File: src/logic/ccprd_defs.svh
// timing counts and encodings for the cc port role detection block
`ifndef CCPRD_DEFS_SVH
`define CCPRD_DEFS_SVH
`define CCPRD_CLK_MHZ 100
`define CCPRD_DEBOUNCE_US 100
`define CCPRD_DEBOUNCE_CYC (`CCPRD_DEBOUNCE_US * `CCPRD_CLK_MHZ)
`define CCPRD_DRP_PERIOD_US 75
`define CCPRD_DRP_PERIOD_CYC (`CCPRD_DRP_PERIOD_US * `CCPRD_CLK_MHZ)
`define CCPRD_DRP_SRC_PCT 50
`define CCPRD_DRP_TRANS_US 1
`define CCPRD_DRP_TRANS_CYC (`CCPRD_DRP_TRANS_US * `CCPRD_CLK_MHZ)
`define CCPRD_TRY_US 100
`define CCPRD_TRY_CYC (`CCPRD_TRY_US * `CCPRD_CLK_MHZ)
`define CCPRD_MODE_SRC 2'h0
`define CCPRD_MODE_SNK 2'h1
`define CCPRD_MODE_DRP 2'h2
`define CCPRD_CUR_DEF 2'h1
`endif

File: src/logic/ccprd_pkg.sv
// types of the cc port role detection block
package ccprd_pkg;
	// termination seen on one cc pin, already classified by the analog front end
	typedef enum logic [1:0] {
		CCPRD_CC_OPEN = 2'h0,
		CCPRD_CC_RA = 2'h1,
		CCPRD_CC_RD = 2'h2,
		CCPRD_CC_RP = 2'h3
	} ccprd_cc_t;
	typedef struct packed {
		ccprd_cc_t cc1;
		ccprd_cc_t cc2;
		logic vbusPresent;
	} ccprd_sense_t;
	typedef struct packed {
		logic pullUp1;
		logic pullUp2;
		logic pullDown1;
		logic pullDown2;
		logic [1:0] pullUpSel;
		logic vbusOn;
		logic vconnOn1;
		logic vconnOn2;
		logic flipRoute;
		logic dataDfp;
		logic [1:0] loadLimit;
	} ccprd_drive_t;
	typedef enum logic [9:0] {
		CCPRD_ST_SRC_UNATT = 10'h001,
		CCPRD_ST_SRC_ATT = 10'h002,
		CCPRD_ST_SNK_UNATT = 10'h004,
		CCPRD_ST_SNK_ATT = 10'h008,
		CCPRD_ST_TRY_SRC = 10'h010,
		CCPRD_ST_TRY_SNK = 10'h020,
		CCPRD_ST_AUDIO = 10'h040,
		CCPRD_ST_DEBUG = 10'h080,
		CCPRD_ST_TRANS = 10'h100,
		CCPRD_ST_IDLE = 10'h200
	} ccprd_state_t;
endpackage
File: src/logic/ccprd_core.sv
// attach, orientation, drp toggling and role swap logic of the cc port
`include "ccprd_defs.svh"
module ccprd_core #(
	parameter int DEBOUNCE_CYC = `CCPRD_DEBOUNCE_CYC,
	parameter int DRP_PERIOD_CYC = `CCPRD_DRP_PERIOD_CYC,
	parameter int DRP_SRC_PCT = `CCPRD_DRP_SRC_PCT,
	parameter int DRP_TRANS_CYC = `CCPRD_DRP_TRANS_CYC,
	parameter int TRY_CYC = `CCPRD_TRY_CYC
) (
	input wire logic clk,
	input wire logic reset,
	input wire logic [1:0] portMode,
	input wire logic trySrcEn,
	input wire logic trySnkEn,
	input wire logic [1:0] currentCap,
	input wire ccprd_pkg::ccprd_sense_t sense,
	input wire logic prSwap,
	input wire logic drSwap,
	input wire logic vconnSwap,
	output ccprd_pkg::ccprd_drive_t drive,
	output ccprd_pkg::ccprd_state_t state,
	output logic attached,
	output logic audioAcc,
	output logic debugAcc
);
	localparam int SRC_CYC = DRP_PERIOD_CYC * DRP_SRC_PCT / 100;
	localparam int TW = $clog2(DRP_PERIOD_CYC + TRY_CYC + DRP_TRANS_CYC + 2);

	ccprd_pkg::ccprd_sense_t deb;
	logic debChanged;
	ccprd_pkg::ccprd_state_t next_state;
	logic [TW-1:0] timer;
	logic tryUsed;
	logic afterTrans;
	logic powerSrc;
	logic dataDfp;
	logic vconnSrc;
	logic flip;
	logic isSrcState;
	logic rd1;
	logic rd2;
	logic ra1;
	logic ra2;
	logic sinkSeen;
	logic srcSeen;
	logic isDrp;

	// raw cc comparator levels bounce on insertion and hide pd traffic
	ccprd_debounce #(.WIDTH(5), .COUNT(DEBOUNCE_CYC)) u_deb (
		.clk(clk),
		.reset(reset),
		.raw(sense),
		.stable(deb),
		.changed(debChanged)
	);

	assign rd1 = deb.cc1 == ccprd_pkg::CCPRD_CC_RD;
	assign rd2 = deb.cc2 == ccprd_pkg::CCPRD_CC_RD;
	assign ra1 = deb.cc1 == ccprd_pkg::CCPRD_CC_RA;
	assign ra2 = deb.cc2 == ccprd_pkg::CCPRD_CC_RA;
	assign sinkSeen = rd1 ^ rd2;
	assign srcSeen = deb.vbusPresent;
	assign isDrp = portMode == `CCPRD_MODE_DRP;
	assign isSrcState = state == ccprd_pkg::CCPRD_ST_SRC_UNATT
		|| state == ccprd_pkg::CCPRD_ST_SRC_ATT || state == ccprd_pkg::CCPRD_ST_TRY_SRC
		|| state == ccprd_pkg::CCPRD_ST_AUDIO || state == ccprd_pkg::CCPRD_ST_DEBUG;

	always_comb begin
		next_state = state;
		case (state)
			ccprd_pkg::CCPRD_ST_IDLE: begin
				if (portMode == `CCPRD_MODE_SNK) begin
					next_state = ccprd_pkg::CCPRD_ST_SNK_UNATT;
				end else begin
					next_state = ccprd_pkg::CCPRD_ST_SRC_UNATT;
				end
			end
			ccprd_pkg::CCPRD_ST_SRC_UNATT: begin
				if (rd1 && rd2) begin
					next_state = ccprd_pkg::CCPRD_ST_DEBUG;
				end else if (ra1 && ra2) begin
					next_state = ccprd_pkg::CCPRD_ST_AUDIO;
				end else if (sinkSeen) begin
					if (isDrp && trySnkEn && !tryUsed) begin
						next_state = ccprd_pkg::CCPRD_ST_TRY_SNK;
					end else begin
						next_state = ccprd_pkg::CCPRD_ST_SRC_ATT;
					end
				end else if (isDrp && timer >= TW'(SRC_CYC)) begin
					next_state = ccprd_pkg::CCPRD_ST_TRANS;
				end
			end
			ccprd_pkg::CCPRD_ST_SNK_UNATT: begin
				if (srcSeen) begin
					if (isDrp && trySrcEn && !tryUsed) begin
						next_state = ccprd_pkg::CCPRD_ST_TRY_SRC;
					end else begin
						next_state = ccprd_pkg::CCPRD_ST_SNK_ATT;
					end
				end else if (isDrp && timer >= TW'(DRP_PERIOD_CYC - SRC_CYC)) begin
					next_state = ccprd_pkg::CCPRD_ST_TRANS;
				end
			end
			ccprd_pkg::CCPRD_ST_TRANS: begin
				if (timer >= TW'(DRP_TRANS_CYC)) begin
					next_state = afterTrans ? ccprd_pkg::CCPRD_ST_SRC_UNATT
						: ccprd_pkg::CCPRD_ST_SNK_UNATT;
				end
			end
			ccprd_pkg::CCPRD_ST_TRY_SRC: begin
				if (sinkSeen) begin
					next_state = ccprd_pkg::CCPRD_ST_SRC_ATT;
				end else if (timer >= TW'(TRY_CYC)) begin
					next_state = ccprd_pkg::CCPRD_ST_SNK_UNATT;
				end
			end
			ccprd_pkg::CCPRD_ST_TRY_SNK: begin
				if (srcSeen) begin
					next_state = ccprd_pkg::CCPRD_ST_SNK_ATT;
				end else if (timer >= TW'(TRY_CYC)) begin
					next_state = ccprd_pkg::CCPRD_ST_SRC_UNATT;
				end
			end
			ccprd_pkg::CCPRD_ST_SRC_ATT: begin
				// power swap keeps the link; only the source duty moves away
				if (powerSrc && !(flip ? rd2 : rd1)) begin
					next_state = ccprd_pkg::CCPRD_ST_IDLE;
				end else if (!powerSrc && !srcSeen && debChanged) begin
					next_state = ccprd_pkg::CCPRD_ST_IDLE;
				end
			end
			ccprd_pkg::CCPRD_ST_SNK_ATT: begin
				if (!powerSrc && !srcSeen) begin
					next_state = ccprd_pkg::CCPRD_ST_IDLE;
				end else if (powerSrc && !(flip ? rd2 : rd1) && debChanged) begin
					next_state = ccprd_pkg::CCPRD_ST_IDLE;
				end
			end
			ccprd_pkg::CCPRD_ST_AUDIO: begin
				if (!(ra1 && ra2)) begin
					next_state = ccprd_pkg::CCPRD_ST_IDLE;
				end
			end
			ccprd_pkg::CCPRD_ST_DEBUG: begin
				if (!(rd1 && rd2)) begin
					next_state = ccprd_pkg::CCPRD_ST_IDLE;
				end
			end
			default: begin
				next_state = ccprd_pkg::CCPRD_ST_IDLE;
			end
		endcase
	end

	always_ff @(posedge clk) begin
		if (reset) begin
			state <= ccprd_pkg::CCPRD_ST_IDLE;
		end else begin
			state <= next_state;
		end
	end

	// one timer shared by toggle phases, transition gap and try window
	always_ff @(posedge clk) begin
		if (reset || next_state != state) begin
			timer <= '0;
		end else if (timer != '1) begin
			timer <= timer + 1'b1;
		end
	end

	always_ff @(posedge clk) begin
		if (reset) begin
			afterTrans <= 1'b0;
		end else if (next_state == ccprd_pkg::CCPRD_ST_TRANS && state != next_state) begin
			afterTrans <= state == ccprd_pkg::CCPRD_ST_SNK_UNATT;
		end
	end

	// try window only once per connection, cleared when the port restarts
	always_ff @(posedge clk) begin
		if (reset || state == ccprd_pkg::CCPRD_ST_IDLE) begin
			tryUsed <= 1'b0;
		end else if (state == ccprd_pkg::CCPRD_ST_TRY_SRC
			|| state == ccprd_pkg::CCPRD_ST_TRY_SNK) begin
			tryUsed <= 1'b1;
		end
	end

	// roles fixed on attach; swaps only honoured while attached
	always_ff @(posedge clk) begin
		if (reset) begin
			powerSrc <= 1'b0;
			dataDfp <= 1'b0;
			vconnSrc <= 1'b0;
			flip <= 1'b0;
		end else if (state != ccprd_pkg::CCPRD_ST_SRC_ATT
			&& next_state == ccprd_pkg::CCPRD_ST_SRC_ATT) begin
			powerSrc <= 1'b1;
			dataDfp <= 1'b1;
			flip <= rd2;
			vconnSrc <= rd2 ? ra1 : ra2;
		end else if (state != ccprd_pkg::CCPRD_ST_SNK_ATT
			&& next_state == ccprd_pkg::CCPRD_ST_SNK_ATT) begin
			powerSrc <= 1'b0;
			dataDfp <= 1'b0;
			vconnSrc <= 1'b0;
			flip <= deb.cc2 == ccprd_pkg::CCPRD_CC_RP;
		end else if (attached) begin
			if (prSwap) begin
				powerSrc <= !powerSrc;
			end
			if (drSwap) begin
				dataDfp <= !dataDfp;
			end
			if (vconnSwap) begin
				vconnSrc <= !vconnSrc;
			end
		end else if (state == ccprd_pkg::CCPRD_ST_IDLE) begin
			powerSrc <= 1'b0;
			dataDfp <= 1'b0;
			vconnSrc <= 1'b0;
		end
	end

	assign attached = state == ccprd_pkg::CCPRD_ST_SRC_ATT
		|| state == ccprd_pkg::CCPRD_ST_SNK_ATT;

	always_ff @(posedge clk) begin
		if (reset) begin
			drive <= '0;
			audioAcc <= 1'b0;
			debugAcc <= 1'b0;
		end else begin
			drive.pullUp1 <= attached ? powerSrc : isSrcState;
			drive.pullUp2 <= attached ? powerSrc : isSrcState;
			drive.pullDown1 <= attached ? !powerSrc
				: state == ccprd_pkg::CCPRD_ST_SNK_UNATT
				|| state == ccprd_pkg::CCPRD_ST_TRY_SNK;
			drive.pullDown2 <= attached ? !powerSrc
				: state == ccprd_pkg::CCPRD_ST_SNK_UNATT
				|| state == ccprd_pkg::CCPRD_ST_TRY_SNK;
			drive.pullUpSel <= currentCap;
			drive.vbusOn <= attached && powerSrc;
			drive.vconnOn1 <= attached && vconnSrc && flip;
			drive.vconnOn2 <= attached && vconnSrc && !flip;
			drive.flipRoute <= flip;
			drive.dataDfp <= attached && dataDfp;
			// sink may never draw more than the advertised level
			if (attached && !powerSrc) begin
				drive.loadLimit <= flip ? 2'(deb.cc2) : 2'(deb.cc1);
			end else begin
				drive.loadLimit <= `CCPRD_CUR_DEF;
			end
			audioAcc <= state == ccprd_pkg::CCPRD_ST_AUDIO;
			debugAcc <= state == ccprd_pkg::CCPRD_ST_DEBUG;
		end
	end

	chk_vbus_off_unatt: assert property (@(posedge clk) disable iff (reset)
		!$past(attached) |-> !drive.vbusOn)
		else $error("vbus on while not attached");
	chk_src_attach_pwr: assert property (@(posedge clk) disable iff (reset)
		(attached && powerSrc) |=> drive.vbusOn)
		else $error("vbus not applied after sink attach");
	chk_detach_off: assert property (@(posedge clk) disable iff (reset)
		(state == ccprd_pkg::CCPRD_ST_IDLE) |=> !drive.vbusOn && !drive.vconnOn1
		&& !drive.vconnOn2)
		else $error("power left on after detach");
	chk_sink_pulldown: assert property (@(posedge clk) disable iff (reset)
		(state == ccprd_pkg::CCPRD_ST_SNK_UNATT) |=> drive.pullDown1 && drive.pullDown2
		&& !drive.pullUp1)
		else $error("sink terminations wrong");
	chk_sink_by_vbus: assert property (@(posedge clk) disable iff (reset)
		(state != ccprd_pkg::CCPRD_ST_SNK_ATT) ##1 (state == ccprd_pkg::CCPRD_ST_SNK_ATT)
		|-> $past(deb.vbusPresent))
		else $error("sink attached without vbus");
	chk_vconn_other: assert property (@(posedge clk) disable iff (reset)
		drive.vconnOn1 |-> !drive.vconnOn2 && drive.flipRoute)
		else $error("vconn on wrong pin");
	chk_try_once: assert property (@(posedge clk) disable iff (reset)
		(state == ccprd_pkg::CCPRD_ST_TRY_SRC || state == ccprd_pkg::CCPRD_ST_TRY_SNK)
		|-> !$past(tryUsed) || $past(state) == state)
		else $error("preference applied twice");
	chk_pr_swap: assert property (@(posedge clk) disable iff (reset)
		(attached && prSwap && !drSwap && !vconnSwap && next_state == state)
		|=> powerSrc != $past(powerSrc) && dataDfp == $past(dataDfp)
		&& vconnSrc == $past(vconnSrc))
		else $error("power swap altered other roles");
	chk_dr_swap: assert property (@(posedge clk) disable iff (reset)
		(attached && drSwap && !prSwap && !vconnSwap && next_state == state)
		|=> dataDfp != $past(dataDfp) && powerSrc == $past(powerSrc))
		else $error("data swap failed");
	chk_vconn_swap: assert property (@(posedge clk) disable iff (reset)
		(attached && vconnSwap && !prSwap && !drSwap && next_state == state)
		|=> vconnSrc != $past(vconnSrc) && dataDfp == $past(dataDfp))
		else $error("vconn swap failed");
	chk_toggle_bound: assert property (@(posedge clk) disable iff (reset)
		(state == ccprd_pkg::CCPRD_ST_TRANS) |-> timer <= TW'(DRP_TRANS_CYC))
		else $error("transition gap too long");
	chk_pullup_sel: assert property (@(posedge clk) disable iff (reset)
		!$past(reset) |-> drive.pullUpSel == $past(currentCap))
		else $error("pull-up selection not following current level");
	chk_src_pullups: assert property (@(posedge clk) disable iff (reset)
		(state == ccprd_pkg::CCPRD_ST_SRC_UNATT) |=> drive.pullUp1 && drive.pullUp2 && !drive.pullDown1)
		else $error("source terminations wrong");
	cov_try_snk: cover property (@(posedge clk) disable iff (reset)
		state == ccprd_pkg::CCPRD_ST_TRY_SNK);

	cov_src_attach: cover property (@(posedge clk) disable iff (reset)
		state == ccprd_pkg::CCPRD_ST_SRC_ATT);
	cov_snk_attach: cover property (@(posedge clk) disable iff (reset)
		state == ccprd_pkg::CCPRD_ST_SNK_ATT);
	cov_try_src: cover property (@(posedge clk) disable iff (reset)
		state == ccprd_pkg::CCPRD_ST_TRY_SRC);
	cov_audio: cover property (@(posedge clk) disable iff (reset)
		state == ccprd_pkg::CCPRD_ST_AUDIO);
endmodule

File: src/logic/ccprd_debounce.sv
// synchroniser and debounce filter for one sensed level vector
module ccprd_debounce #(
	parameter int WIDTH = 5,
	parameter int COUNT = 10000
) (
	input wire logic clk,
	input wire logic reset,
	input wire logic [WIDTH-1:0] raw,
	output logic [WIDTH-1:0] stable,
	output logic changed
);
	logic [WIDTH-1:0] syncA;
	logic [WIDTH-1:0] syncB;
	logic [$clog2(COUNT+1)-1:0] cnt;

	always_ff @(posedge clk) begin
		if (reset) begin
			syncA <= '0;
			syncB <= '0;
		end else begin
			syncA <= raw;
			syncB <= syncA;
		end
	end

	// the input must differ from the stable level for the whole count before it is accepted
	always_ff @(posedge clk) begin
		if (reset) begin
			cnt <= '0;
			stable <= '0;
			changed <= 1'b0;
		end else begin
			changed <= 1'b0;
			if (syncB == stable) begin
				cnt <= '0;
			end else if (cnt == ($clog2(COUNT+1))'(COUNT - 1)) begin
				cnt <= '0;
				stable <= syncB;
				changed <= 1'b1;
			end else begin
				cnt <= cnt + 1'b1;
			end
		end
	end
endmodule

File: config.mk
export PLATFORM = sky130hd
export DESIGN_NAME = ccprd_core
export DESIGN_NICKNAME = d
export VERILOG_FILES = /design/src/logic/ccprd_pkg.sv /design/src/logic/ccprd_core.sv /design/src/logic/ccprd_debounce.sv
export VERILOG_INCLUDE_DIRS = /design/src /design/src/logic
export SDC_FILE = /design/constraint.sdc
export NUM_CORES = 1
export LEC_CHECK = 0
export BUFFER_PORTS_ARGS = -buffer_cell sky130_fd_sc_hd__buf_2
export CAP_MARGIN = 5
export CORE_MARGIN = 10
export CORE_UTILIZATION = 50
export DETAILED_ROUTE_END_ITERATION = 12
export GPL_TIMING_DRIVEN = 0
export PLACE_DENSITY_LB_ADDON = 0.2
export SLEW_MARGIN = 10
export SYNTH_ARGS = -nofsm -noshare
export SYNTH_HDL_FRONTEND = slang
export SYNTH_SLANG_ARGS = --single-unit
File: constraint.sdc
create_clock -name clk -period 4.8 [get_ports clk]
set_clock_uncertainty 0.15 [all_clocks]
set_input_delay 0.72 -clock clk [delete_from_list [all_inputs] [get_ports clk]]
set_output_delay 0.72 -clock clk [all_outputs]
set_load 0.02 [all_outputs]
# ---- After elaboration in Yosys (flattened, before gate mapping)
# Index checks and enable logic that the tools add are counted.
dict set report op_classes {
  n_addsub 2
  n_lt_le_gt_ge 3
  eq_ne 30
  muxes 43
  n_bitwise 3
  reduce_logical 45
}
# cell count
set ops {}
lappend ops {{10-bit 2-to-1 mux} 16}
lappend ops {{10-bit case mux with 10 select lines} 1}
lappend ops {{1-bit 2-to-1 mux} 21}
lappend ops {{10-bit by 2-bit equality test with 1-bit output, second input constant} 2}
lappend ops {{10-bit by 4-bit equality test with 1-bit output, second input constant} 2}
lappend ops {{10-bit by 9-bit equality test with 1-bit output, second input constant} 2}
lappend ops {{1-bit logical AND} 20}
lappend ops {{10-bit inequality test} 2}
lappend ops {{15-bit by 1-bit adder with 15-bit output, second input constant} 1}
lappend ops {{15-bit by 12-bit >= comparator with 1-bit output, second input constant} 1}
lappend ops {{15-bit by 14-bit >= comparator with 1-bit output, second input constant} 1}
lappend ops {{15-bit by 7-bit >= comparator with 1-bit output, second input constant} 1}
lappend ops {{15-bit inequality test, second input constant} 1}
lappend ops {{14-bit by 1-bit adder with 14-bit output, second input constant} 1}
lappend ops {{14-bit equality test, second input constant} 1}
lappend ops {{4-bit by 2-bit inequality test with 1-bit output, second input constant} 3}
lappend ops {{10-bit by 1-bit equality test with 1-bit output, second input constant} 1}
lappend ops {{10-bit equality test, second input constant} 1}
lappend ops {{10-bit by 3-bit equality test with 1-bit output, second input constant} 1}
lappend ops {{10-bit by 5-bit equality test with 1-bit output, second input constant} 1}
lappend ops {{10-bit by 6-bit equality test with 1-bit output, second input constant} 1}
lappend ops {{10-bit by 7-bit equality test with 1-bit output, second input constant} 1}
lappend ops {{10-bit by 8-bit equality test with 1-bit output, second input constant} 1}
lappend ops {{10-bit by 2-bit inequality test with 1-bit output, second input constant} 1}
lappend ops {{other kinds (17)} 42}
dict set report totals {
  regBits 74
  input_bits 16
  out_inout_bits 26
  wordCells 151
}

# ---- Longest topological paths before layout
dict set report logic_depth {
  word_depth 12
  depth_mapped 10
}

# ---- Modules after synthesis
# Synthesis repeated with hierarchy kept, for this count alone.
dict set report unflattened {
  cells_unflattened 414
  hier_area_um2 3737.3
}
# mod n_inst cells_per_inst area_each_um2 seq_area_each_um2
set modules_own_cells {}
lappend modules_own_cells {ccprd_core 1 293 2549.9 880.8}
lappend modules_own_cells {ccprd_debounce 1 121 1187.4 600.6}

# ---- Worst setup path before layout
# No wires, ideal clock.
dict set report synth_timing {
  kind {register to output}
  startpoint {register state[8]}
  endpoint {output attached}
  arrival_ns 1.429
  t_required_ns 3.930
  slack_ns 2.501
  stages_incl_launch_ff 5
  path_buffers 1
  cell_sequence {dfxtp_1 -> buf_2 -> nor4_4 -> nand3_2 -> inv_1}
}
dict set report synth_via {
  elab_chain_cells 2
  word_cells_on_any_way 3
}
# item line
set synth_rtl {}
lappend synth_rtl {{start, declared} ccprd_core.sv:21} ;# output ccprd_pkg::ccprd_state_t state,
lappend synth_rtl {{start signal, assigned} ccprd_core.sv:157} ;# state <= ccprd_pkg::CCPRD_ST_IDLE;
lappend synth_rtl {{start signal, assigned} ccprd_core.sv:159} ;# state <= next_state;
lappend synth_rtl {{10-bit by 2-bit equality test with 1-bit output or 10-bit by 4-bit equality test with 1-bit output (tied branches)} {ccprd_core.sv:226, ccprd_core.sv:227}}
lappend synth_rtl {{1-bit logical OR (*)} ccprd_core.sv:227} ;# || state == ccprd_pkg::CCPRD_ST_SNK_ATT;
lappend synth_rtl {{end, declared} ccprd_core.sv:22} ;# output logic attached,
# Every way passes the cells marked *; elsewhere a longest branch is shown, timed or not.

# ---- Worst setup path after layout
# Ends and elaborated chain as after synthesis.

==> flow_summary.yaml <==
sta:
  rsz0062_at_grt: "false"
  setup_ws_ns: 1.89
  finalSetupViolations: 0
  slew_headroom: 0.605
  tightest_slew_ns: 0.587
  final_hold_viol_count: 0
  drv_slew: 0
  timing.fmax_mhz: 344
  setup_tns_ns: 0
  period_needed_ns: 2.91
  fin_crit_sh: 0.606
yosys:
  synth_flop_cell: "dfxtp_1"
  syn_nets: 440
  syn_area_per_cell_sq_um: 8.85
  synth_area_sq_mm: 0.00372
  ys_seq_area_frac: 0.398
  synth-seq-cells: 74
  yosys.area.top_type: "dfxtp_1"
  synth_edf_count: 0
  synth_cell_type_count: 67
  synth.area.top_cells: "dfxtp_1 40%, nor2_1 6.0%, xor2_1 4.2%"
  async_flop_share: 0
  ys_warn_count: 0
  netlist.area_leader.share: 0.398
  syn_inst: 420
clock_tree:
  cts-root-buf: "clkbuf_8"
  insertion_delay_ns: 0.35
  cts_resized: 0
  path_clk_slew_ns: 0.08
  cts_buffer_depth: 2
  h-tree-depth: 3
  cts.sink_count: 74
  cts_buffers: 9
  hold_buffers: 0
  postCtsSetupRepairBufs: 0
  cts_tree: "yes"
routing:
  first_pass_iters: 4
  drc: 0
  routedWlPerCell_microns: 14.6
  wl_microns: 8430
  route.vias.total: 3157
  ant_nets: 0
  drt_iter0_drc: 106
  viasPerCell: 5.48
grt:
  grt_max_degree: 14
  grtUsageTotal: 0.151
  antenna_found_initial: 0
  grt_pass1_wl_microns: 14000
  overflow: 0
  grt_pass1_vias: 2985
job:
  maxCapViolations: 0
setup_path:
  path_class: "register to primary output"
  r2r_cells: 10
  cp-end-kind: "primary output"
  cp.required_ns: 3.93
  crit_path_start_kind: "register"
  arrival_ns: 2.04
  critPathMaxFanout: 9
  rrSetupSlack_ns: 2.12
worst_hold_path:
  holdCritPathClass: "register to register"
  holdPathStages: 1
placement:
  gp_congestion: 0.913
  portBuffers: 41
  dp_hpwl_microns: 6210
  post-place-ws_ns: 2.20
  place_area_sq_mm: 0.00405
floorplan:
  fp.dieW_microns: 106
  floorplan.initialDensity: 0.513
  core_sq_mm: 0.00725
  die-area_sq_mm: 0.0113
  ioPinCount: 42
  placementRows: 31
  die_y_microns: 106
status:
  status: "completed"
pwr:
  powerDensity_mw_per_mm2: 289
  vdd_ir_drop_max_mv: 0.171
  leakagePower_nw: 1.71
final_layout:
  postLayoutCellArea_sq_mm: 0.00424
  insertedDiodeCount: 0
  multi_input_area_sq_mm: 0.00206
  synthToLayoutAreaGrowth_pct: 14.0
  layout.area.seq_sq_mm: 0.00148
  final.fill_count: 696
  drive_gt1_frac: 0.203
  fin_nets: 492
==> logic make-up (layout without fill, tap and decap cells) <==
group	count (synthesis)	in the layout	share of synthesized area
AOI/OAI and AO/OA	57	57	0.119
xor gates and xnor gates	31	31	0.0730
adders and majority gates	4	4	0.0135
buffers and inverters	34	91	0.0464
DFF	74	74	0.398
muxes	11	11	0.0296
and+or+nand+nor	209	209	0.320
==> cell usage after synthesis, types with 4 or more instances <==
library cell	instances
a21oi_1	16
a31oi_1	5
and2_1	5
and3_1	10
buf_2	6
buf_4	6
clkbuf_1	14
dfxtp_1	74
ha_1	4
inv_1	6
mux2i_1	11
nand2_1	21
nand2b_1	7
nand3_1	16
nand3b_1	4
nand4_1	11
nor2_1	59
nor2_2	10
nor2b_1	19
nor3_1	11
nor3b_1	5
nor4_1	5
xnor2_1	13
xor2_1	18
==> worst max-delay path, cell delays in order (launching register included) <==
cell     delay, ns
dfxtp_1       0.31
buf_2         0.18
nor4_4        0.50
nand3_2       0.33
inv_1         0.17
buf_2         0.18
==> cells in the final DEF (no fill, tap or decap), types with 9 or more instances in the layout <==
cell,n
nand4_1,11
nor2_2,10
nand2_1,21
clkbuf_1,14
nor2_1,59
nor3_1,11
clkbuf_8,9
and3_1,10
mux2i_1,11
nor2b_1,19
a21oi_1,16
xor2_1,18
xnor2_1,13
nand3_1,16
buf_2,47
dfxtp_1,74
==> metrics by stage <==
step / hold WS (ns) / power [mW] / util / std cells
2_1_floorplan: 0.263 / 0.731 / - / 420
3_3_place_gp: 0.265 / 0.763 / 0.558 / 560
3_5_place_dp: 0.274 / 0.763 / 0.558 / 560
4_1_cts: 0.293 / 1.24 / 0.585 / 576
5_1_grt: 0.309 / 1.27 / 0.585 / 576
6_report: 0.287 / 1.22 / 0.585 / 576
==> flip-flops by register name (all words and copies together) (netlist names) <==
signal         count
afterTrans         1
audioAcc           1
dataDfp            1
debugAcc           1
drive             11
flip               1
powerSrc           1
state             10
timer             15
tryUsed            1
u_deb.changed      1
u_deb.cnt         14
u_deb.stable       5
u_deb.syncA        5
u_deb.syncB        5
vconnSrc           1
==> power breakdown <==
group	total [mW]	leakage (nW)	internal [mW]	switching [mW]
Combinational	0.121	1.02	0.0478	0.0736
Sequential	0.628	0.600	0.624	0.00452
Clock	0.475	0.0954	0.239	0.236
==> cell type report <==
| cell class | count | share of cell area |
|---|---|---|
| Tap cell | 99 | 0.0292 |
| Clock buffer | 9 | 0.0292 |
| Clock inverter | 7 | 0.0162 |
| Buffer | 28 | 0.0354 |
| Timing Repair Buffer | 41 | 0.0484 |
| Multi-Input combinational cell | 312 | 0.487 |
| Sequential cell | 74 | 0.349 |
| Inverter | 6 | 0.00531 |
==> routing by layer <==
layer,up-vias,wire length (microns),global-route usage
met3,14,622,0.0453
met2,103,3950,0.247
li1,1583,-,-
met4,0,155,0.0687
met1,1457,3710,0.180
met5,-,0,0
==> worst paths after layout <==
kind | from | to
hold reg to reg | u_deb.syncA[2]$_SDFF_PP0_ | u_deb.syncB[2]$_SDFF_PP0_
setup / recovery | state[8]$_SDFF_PP0_ | attached
setup reg to reg | u_deb.stable[1]$_SDFFE_PP0P_ | timer[6]$_SDFFE_PP0P_
hold / removal | u_deb.syncA[2]$_SDFF_PP0_ | u_deb.syncB[2]$_SDFF_PP0_
Note: power is estimated with default switching activity, not from simulation.
